--- config.mk ---
export PLATFORM = sky130hd
export DESIGN_NAME = display_output_data_barrier
export DESIGN_NICKNAME = d
export VERILOG_FILES = /design/src/design/barrier_pkg.sv /design/src/design/display_output_data_barrier.sv
export VERILOG_INCLUDE_DIRS = /design/src /design/src/design
export SDC_FILE = /design/constraint.sdc
export NUM_CORES = 1
export LEC_CHECK = 0
export BUFFER_PORTS_ARGS = -buffer_cell sky130_fd_sc_hd__buf_2
export CORE_MARGIN = 5
export CORE_UTILIZATION = 63
export CTS_BUF_LIST = sky130_fd_sc_hd__clkbuf_4 sky130_fd_sc_hd__clkbuf_8
export CTS_CLUSTER_SIZE = 8
export DETAILED_ROUTE_END_ITERATION = 10
export GPL_ROUTABILITY_DRIVEN = 0
export PLACE_DENSITY = 0.86
export SLEW_MARGIN = 20
export SYNTH_ARGS = -nofsm -noshare
export SYNTH_HDL_FRONTEND = slang
export SYNTH_SLANG_ARGS = --single-unit
--- constraint.sdc ---
create_clock -name I_CLK -period 3.44 [get_ports I_CLK]
set_clock_uncertainty 0.1 [all_clocks]
set_input_delay 0.688 -clock I_CLK [delete_from_list [all_inputs] [get_ports I_CLK]]
set_output_delay 0.688 -clock I_CLK [all_outputs]
set_load 0.03 [all_outputs]
--- src/design/barrier_map.svh ---
// Offsets, widths and timing counts of the output data barrier.
`ifndef BARRIER_MAP_SVH
`define BARRIER_MAP_SVH
`define LIGHT_WIDTH       4
`define SWITCH_WIDTH      4
`define SW_BACKGROUND     0
`define SW_MEAS_CONTROL   1
`define SW_CALIBRATE      2
`define SW_MEASUREMENT    3
`define CLK_PERIOD_NS     8
`define FILTER_TIME_NS    1000
`define FILTER_CYCLES     ((`FILTER_TIME_NS) / (`CLK_PERIOD_NS))
`define FILTER_CNT_WIDTH  8
`endif

--- src/design/barrier_pkg.sv ---
// Types of the output data barrier.
package barrier_pkg;
  typedef enum logic [1:0] {
    ST_IDLE  = 2'b00,
    ST_CYCLE = 2'b01
  } cycle_state_t;
endpackage

--- src/design/display_output_data_barrier.sv ---
// Output data barrier: clocked light outputs, filtered status and switch word.
// Function
// - One output bit per pattern line; one lights a lamp, zero darkens it.
// - A one-hot trigger fires a one-shot, the only load of the pattern.
// - Output flip-flops load at most once per measurement cycle.
// - Pass/fail results reach the display only through clocked flip-flops.
// - Open and secure status bypass the flip-flops through low-pass filters.
// - Each optical driver is fed only by a flip-flop or a filter.
// - A switch press sets its own bit in the processor-readable word; of switches pressed together, only the lowest.
// - The word holds background, measurement control, calibrate, measurement bits.
// - Input path latches presses and rejects repeated pushes.
// - Once a cycle has begun, further switch closures are ignored.
`timescale 1ns/1ns
`include "barrier_map.svh"
module display_output_data_barrier #(
  parameter int LIGHT_W  = `LIGHT_WIDTH,
  parameter int SWITCH_W = `SWITCH_WIDTH
) (
  input  wire logic                I_CLK,
  input  wire logic                I_RST_N,
  input  wire logic [LIGHT_W-1:0]  I_PATTERN,
  input  wire logic [LIGHT_W-1:0]  I_TRIGGER,
  input  wire logic                I_CYCLE_DONE,
  input  wire logic                I_SYS_OPEN,
  input  wire logic                I_SYS_SECURE,
  input  wire logic [SWITCH_W-1:0] I_SWITCH,
  output logic      [LIGHT_W-1:0]  O_LIGHT,
  output logic                     O_OPEN_LIGHT,
  output logic                     O_SECURE_LIGHT,
  output logic      [SWITCH_W-1:0] O_SWITCH_WORD,
  output logic                     O_CYCLE_ACTIVE
);

  typedef struct packed {
    logic [LIGHT_W-1:0]            trig_s1;
    logic [LIGHT_W-1:0]            trig_s2;
    logic [LIGHT_W-1:0]            pat_s1;
    logic [LIGHT_W-1:0]            pat_s2;
    logic                          trig_prev;
    logic                          loaded;
    logic [LIGHT_W-1:0]            light;
    logic [1:0]                    open_s;
    logic [1:0]                    secure_s;
    logic [`FILTER_CNT_WIDTH-1:0]  open_cnt;
    logic [`FILTER_CNT_WIDTH-1:0]  secure_cnt;
    logic                          open_f;
    logic                          secure_f;
    logic [SWITCH_W-1:0]           sw_s1;
    logic [SWITCH_W-1:0]           sw_s2;
    logic [SWITCH_W-1:0]           word;
    logic [1:0]                    done_s;
    barrier_pkg::cycle_state_t     state;
  } state_t;

  localparam logic [`FILTER_CNT_WIDTH-1:0] FILT_MAX = `FILTER_CNT_WIDTH'(`FILTER_CYCLES);

  state_t s_q;
  state_t s_d;
  logic   one_hot;
  logic   fire;

  // The trigger counts only when exactly one bit is set.
  assign one_hot = (s_q.trig_s2 != '0) && ((s_q.trig_s2 & (s_q.trig_s2 - 1'b1)) == '0);
  assign fire    = one_hot && !s_q.trig_prev;

  always_comb begin
    s_d           = s_q;
    s_d.trig_s1   = I_TRIGGER;
    s_d.trig_s2   = s_q.trig_s1;
    s_d.trig_prev = one_hot;
    // The pattern passes the same two stages as the trigger, so both stay aligned.
    s_d.pat_s1    = I_PATTERN;
    s_d.pat_s2    = s_q.pat_s1;
    s_d.open_s    = {s_q.open_s[0], I_SYS_OPEN};
    s_d.secure_s  = {s_q.secure_s[0], I_SYS_SECURE};
    s_d.sw_s1     = I_SWITCH;
    s_d.sw_s2     = s_q.sw_s1;
    s_d.done_s    = {s_q.done_s[0], I_CYCLE_DONE};
    // The pattern is sampled only on the one-shot edge, once per cycle.
    if (fire && !s_q.loaded) begin
      s_d.light  = s_q.pat_s2;
      s_d.loaded = 1'b1;
    end
    // Status levels pass only after holding steady for the filter time.
    if (s_q.open_s[1] == s_q.open_f) begin
      s_d.open_cnt = '0;
    end else if (s_q.open_cnt == FILT_MAX) begin
      s_d.open_f   = s_q.open_s[1];
      s_d.open_cnt = '0;
    end else begin
      s_d.open_cnt = s_q.open_cnt + 1'b1;
    end
    if (s_q.secure_s[1] == s_q.secure_f) begin
      s_d.secure_cnt = '0;
    end else if (s_q.secure_cnt == FILT_MAX) begin
      s_d.secure_f   = s_q.secure_s[1];
      s_d.secure_cnt = '0;
    end else begin
      s_d.secure_cnt = s_q.secure_cnt + 1'b1;
    end
    case (s_q.state)
      barrier_pkg::ST_IDLE: begin
        if (s_q.sw_s2 != '0) begin
          // Only the lowest pressed switch is latched, one bit per switch.
          s_d.word  = s_q.sw_s2 & (~s_q.sw_s2 + 1'b1);
          s_d.state = barrier_pkg::ST_CYCLE;
        end
      end
      barrier_pkg::ST_CYCLE: begin
        // Presses are ignored until the processor ends the cycle.
        if (s_q.done_s[1]) begin
          s_d.word   = '0;
          s_d.loaded = fire && !s_q.loaded;
          s_d.state  = barrier_pkg::ST_IDLE;
        end
      end
      default: begin
        s_d.state = barrier_pkg::ST_IDLE;
      end
    endcase
  end

  always_ff @(posedge I_CLK) begin
    if (!I_RST_N) begin
      s_q <= '0;
    end else begin
      s_q <= s_d;
    end
  end

  // Drivers see only flip-flops or filters; no display signal comes back.
  assign O_LIGHT        = s_q.light;
  assign O_OPEN_LIGHT   = s_q.open_f;
  assign O_SECURE_LIGHT = s_q.secure_f;
  assign O_SWITCH_WORD  = s_q.word;
  assign O_CYCLE_ACTIVE = (s_q.state == barrier_pkg::ST_CYCLE);

  a_load_once: assert property (@(posedge I_CLK) disable iff (!I_RST_N)
    s_q.loaded && !s_q.done_s[1] |=> $stable(O_LIGHT))
    else $error("Lights changed twice in one cycle.");

  a_load_pattern: assert property (@(posedge I_CLK) disable iff (!I_RST_N)
    fire && !s_q.loaded |=> O_LIGHT == $past(s_q.pat_s2))
    else $error("Triggered load did not take the pattern.");

  a_light_cause: assert property (@(posedge I_CLK) disable iff (!I_RST_N)
    !(fire && !s_q.loaded) |=> $stable(O_LIGHT))
    else $error("Lights changed without a trigger.");

  a_open_filter: assert property (@(posedge I_CLK) disable iff (!I_RST_N)
    $changed(O_OPEN_LIGHT) |-> $past(s_q.open_cnt) == FILT_MAX)
    else $error("Open light changed before the filter time.");

  a_secure_filter: assert property (@(posedge I_CLK) disable iff (!I_RST_N)
    $changed(O_SECURE_LIGHT) |-> $past(s_q.secure_cnt) == FILT_MAX)
    else $error("Secure light changed before the filter time.");

  a_switch_onehot: assert property (@(posedge I_CLK) disable iff (!I_RST_N)
    $onehot0(O_SWITCH_WORD) && (O_CYCLE_ACTIVE == (O_SWITCH_WORD != '0)))
    else $error("Switch word not a single bit.");

  a_press_latch: assert property (@(posedge I_CLK) disable iff (!I_RST_N)
    !O_CYCLE_ACTIVE && s_q.sw_s2 != '0 |=> O_CYCLE_ACTIVE ##0 O_SWITCH_WORD != '0)
    else $error("Switch press was not latched.");

  a_ignore_press: assert property (@(posedge I_CLK) disable iff (!I_RST_N)
    O_CYCLE_ACTIVE && !s_q.done_s[1] |=> $stable(O_SWITCH_WORD))
    else $error("Switch word changed during a cycle.");

  a_reset_dark: assert property (@(posedge I_CLK)
    !I_RST_N |=> O_LIGHT == '0 && O_SWITCH_WORD == '0)
    else $error("Reset did not clear the outputs.");

  a_trig_refused: assert property (@(posedge I_CLK) disable iff (!I_RST_N)
    !$onehot(s_q.trig_s2) |=> $stable(O_LIGHT))
    else $error("Lights loaded without a one-hot trigger.");

  a_fire_single: assert property (@(posedge I_CLK) disable iff (!I_RST_N)
    fire |=> !fire)
    else $error("One-shot fired on two edges in a row.");

  a_load_rearm: assert property (@(posedge I_CLK) disable iff (!I_RST_N)
    O_CYCLE_ACTIVE && s_q.done_s[1] && !(fire && !s_q.loaded) |=> !s_q.loaded)
    else $error("Load was not re-armed at the end of a cycle.");

  a_cycle_end: assert property (@(posedge I_CLK) disable iff (!I_RST_N)
    O_CYCLE_ACTIVE && s_q.done_s[1] |=> !O_CYCLE_ACTIVE && O_SWITCH_WORD == '0)
    else $error("Cycle did not end on the done level.");

  a_press_lowest: assert property (@(posedge I_CLK) disable iff (!I_RST_N)
    !O_CYCLE_ACTIVE && s_q.sw_s2 != '0 |=> (O_SWITCH_WORD & $past(s_q.sw_s2)) != '0 &&
    ($past(s_q.sw_s2) & (O_SWITCH_WORD - 1'b1)) == '0)
    else $error("Latched switch is not the lowest pressed one.");

  a_open_follow: assert property (@(posedge I_CLK) disable iff (!I_RST_N)
    s_q.open_s[1] != O_OPEN_LIGHT && s_q.open_cnt == FILT_MAX |=>
    O_OPEN_LIGHT == $past(s_q.open_s[1]))
    else $error("Open light did not follow a steady level.");

  a_secure_follow: assert property (@(posedge I_CLK) disable iff (!I_RST_N)
    s_q.secure_s[1] != O_SECURE_LIGHT && s_q.secure_cnt == FILT_MAX |=>
    O_SECURE_LIGHT == $past(s_q.secure_s[1]))
    else $error("Secure light did not follow a steady level.");

  a_open_glitch: assert property (@(posedge I_CLK) disable iff (!I_RST_N)
    s_q.open_s[1] == O_OPEN_LIGHT |=> s_q.open_cnt == '0)
    else $error("Open filter kept counting after a glitch.");

  a_secure_glitch: assert property (@(posedge I_CLK) disable iff (!I_RST_N)
    s_q.secure_s[1] == O_SECURE_LIGHT |=> s_q.secure_cnt == '0)
    else $error("Secure filter kept counting after a glitch.");

  a_open_bound: assert property (@(posedge I_CLK) disable iff (!I_RST_N)
    s_q.open_cnt <= FILT_MAX)
    else $error("Open filter count ran past its limit.");

  a_secure_bound: assert property (@(posedge I_CLK) disable iff (!I_RST_N)
    s_q.secure_cnt <= FILT_MAX)
    else $error("Secure filter count ran past its limit.");

endmodule

==> metrics.txt <==
clock latency on the worst-skew pair 0.38 ns; # port buffers 27; Max VDD drop 0.301 mV; Top-Level Pins 28; cts bufs inserted 9; P&R area growth vs syn 11.4%; final sum of negative setup slack 0 ns; CP cell instances buf_2; Crit path arrival time 1.13 ns; f_max 520 MHz; required arrival time at the worst endpoint 2.65 ns; aggregate global routing overflow 0; routed wirelength normalized by instance count 10.7 um; Max stage delay on crit path around 0.50 ns; class of the most critical setup path register to output pin; period utilisation layout a little under three fifths; number of maximum-capacitance constraint violations 0; number of buffer and inverter stages on the critical path 1; Hold Violations, Final 0; Initial Utilization 64.6%; Die Y 68.2 um; HPWL after detailed placement 2130 um; drc violations 0; horizontal extent of the die 68.2 um; critical path's slowest cell sky130_fd_sc_hd__dfxtp_1; number of instances in the synthesized netlist between 200 and 250; source of the worst hold timing path s_d[3]; total die area 0.00466 mm2; Bufs on Longest Clock Path 2; all-layer global routing usage between 15 and 20%; total standard cell area after synthesis roughly 0.0021 mm2; Std-Cell Core Area 0.00331 mm2; post-place setup slack 1.29 ns; number of hold-repair buffers added at the cts stage 0; top library cells by usage in the layout, fill and taps aside sky130_fd_sc_hd__dfxtp_1 (59), sky130_fd_sc_hd__and2_1 (32), sky130_fd_sc_hd__buf_2 (27); minimum clock period 1.92 ns; RSZ-0062 raised after global routing false; Net count, final 257; critical path's top delay family flip-flops; post-synthesis sequential element count 59; area of combinational cells with multiple inputs between 800 and 900 um2; antenna cell count 0; synthesized area divided by synthesized cell count 10.0 um2; first-pass GRT wire length around 5200 um; Clock H-tree levels 3; Post-CTS Repair Setup Buffers 0; share of synthesized area spent on multiplexers 2.99%; source of the worst register-to-register timing path s_q[19]; remaining antenna violation count after routing 0; post-CTS resize count 0; Slew Limit Headroom 56.0%; Yosys Warn Count 0; Leakage Power roughly 1 nW; final setup violating endpoints 0; worst hold-check path type register to register; area of placed instances between 0.002 and 0.0025 mm2; kind of start point of the critical path register; routed via count divided by cell count 4.89; simple-gate portion of the synthesized area between 20 and 25%; run status complete, no violations; clk sinks between 50 and 60; pin count of the biggest net entering global routing 52; CTS tree built; number of optimization iterations in the first detailed-route pass 4; Hold Slack 0.334 ns; cell row count 21; share of the synthesized area in compound gates (AO/OA/AOI/OAI) between 5 and 6%; final std cell area, no fill 0.00238 mm2; crit path max fanout 8; number of global-route vias before repair 1,232; clock-pin slew of the registers on the worst-case setup and hold paths 0.09 ns; syn_nets approximately 230; distinct cell type count of the synthesized netlist 37; sequential fraction of the synthesis area 55.3%; antenna violations before repair 0; worst-case setup margin in the final layout 1.52 ns; clock root cell sky130_fd_sc_hd__clkbuf_4; FF+latch area around 0.0012 mm2; count of final max-slew check failures 0; launch point of the critical path s_q[0]; total routed wirelength roughly 3100 um; slew at the pin closest to its max-slew limit 0.660 ns; layout cells sized above 1 19.2%; final core area utilization 71.9%; initial DRC count 80; largest family of logic cells by synthesized area simple AND/OR/NAND/NOR gates; type of destination of the critical path output pin; leading cell type in the layout, fill and taps excluded sky130_fd_sc_hd__dfxtp_1; filler cell count in the final layout between 200 and 300; adder-cell area share of the yosys netlist 2.34%; via count 1,399; power density over the cells around 540 mW/mm2; xor/xnor cell area share of the yosys netlist 4.10%
==> power breakdown <==
part | internal, W | switching [W] | total (W) | leakage, nW
Sequential | 0.000706 | 0.0000126 | 0.000719 | 0.483
Combinational | 0.0000338 | 0.0000353 | 0.0000691 | 0.418
Clock | 0.000273 | 0.000221 | 0.000495 | 0.0830
Total | 0.00101 | 0.000269 | 0.00128 | 0.984
==> flip-flops by register name, summed over array words and instances (netlist names) <==
signal	count
s_q	34
O_OPEN_LIGHT	1
s_d	15
O_LIGHT	4
O_SWITCH_WORD	4
O_SECURE_LIGHT	1
==> stage by stage <==
stage / power (W) / instances
after floorplan: 0.000791 / 213
after global placement: 0.000803 / 271
after detailed placement: 0.000806 / 271
after CTS: 0.00130 / 286
after global routing: 0.00134 / 286
final: 0.00128 / 286
==> area by class of cell <==
type                       count  share of cell area [%]
timing repair buffer          27                    5.68
inverter                       4                   0.631
tap                           46                    2.42
sequential                    59                    49.6
clock inverter                 2                    1.47
clock buffer                  13                    4.63
multi-input combinational    135                    35.5
==> final timing paths <==
kind / end / slack [ns] / cells past startpoint
setup / recovery: O_CYCLE_ACTIVE / 1.52 / 1
setup reg to reg: s_q[25] / 1.80 / 5
hold reg to reg: s_q[3] / 0.33 / 1
hold / removal: s_q[3] / 0.33 / 1
==> cell usage after synthesis <==
cell	instances	area (um2)
sky130_fd_sc_hd__nor2_1	14	52.6
sky130_fd_sc_hd__buf_4	8	60.1
sky130_fd_sc_hd__o21ai_0	4	20.0
sky130_fd_sc_hd__nor2b_1	6	37.5
sky130_fd_sc_hd__a211oi_1	1	7.51
sky130_fd_sc_hd__nor4b_1	2	17.5
sky130_fd_sc_hd__a32oi_1	1	8.76
sky130_fd_sc_hd__and3_1	1	6.26
sky130_fd_sc_hd__or4_1	1	7.51
sky130_fd_sc_hd__o211a_1	1	10.0
sky130_fd_sc_hd__nand4_1	2	12.5
sky130_fd_sc_hd__mux2i_2	1	13.8
sky130_fd_sc_hd__a21oi_1	6	30.0
sky130_fd_sc_hd__inv_1	4	15.0
sky130_fd_sc_hd__clkbuf_1	5	18.8
sky130_fd_sc_hd__o22ai_1	1	6.26
sky130_fd_sc_hd__a31oi_1	2	12.5
sky130_fd_sc_hd__buf_6	1	11.3
sky130_fd_sc_hd__dfxtp_1	59	1180
sky130_fd_sc_hd__xor2_1	8	70.1
sky130_fd_sc_hd__xnor2_1	2	17.5
sky130_fd_sc_hd__ha_1	4	50.1
sky130_fd_sc_hd__o21a_1	1	7.51
sky130_fd_sc_hd__or3_1	2	12.5
sky130_fd_sc_hd__nor3_1	3	15.0
sky130_fd_sc_hd__mux2i_1	5	50.1
sky130_fd_sc_hd__a22oi_1	2	15.0
sky130_fd_sc_hd__or4_4	1	11.3
sky130_fd_sc_hd__or2_2	1	6.26
sky130_fd_sc_hd__buf_2	1	5.00
sky130_fd_sc_hd__nand3b_1	1	7.51
sky130_fd_sc_hd__and2_1	32	200
sky130_fd_sc_hd__nand3_1	9	45.0
sky130_fd_sc_hd__nand2_1	18	67.6
sky130_fd_sc_hd__and4_1	1	8.76
sky130_fd_sc_hd__and3b_1	1	8.76
sky130_fd_sc_hd__nor3_2	1	10.0
==> cells by family after synthesis <==
family / count (synthesis)
buffers and inverters: 19
multiplexers: 6
XOR/XNOR: 10
adder cells (fa/ha/maj): 4
flip-flops: 59
AO/OA/AOI/OAI: 19
AND/OR/NAND/NOR: 96
==> routing by layer <==
metal	share of wire, %	track usage (%)	vias to the layer above
met2	45	22.3	33
met1	46	18.5	613
met4	3.2	9.68	0
li1	-	-	745
met5	0	0	-
met3	5.9	8.37	8
(Power assumes the default switching activity.)
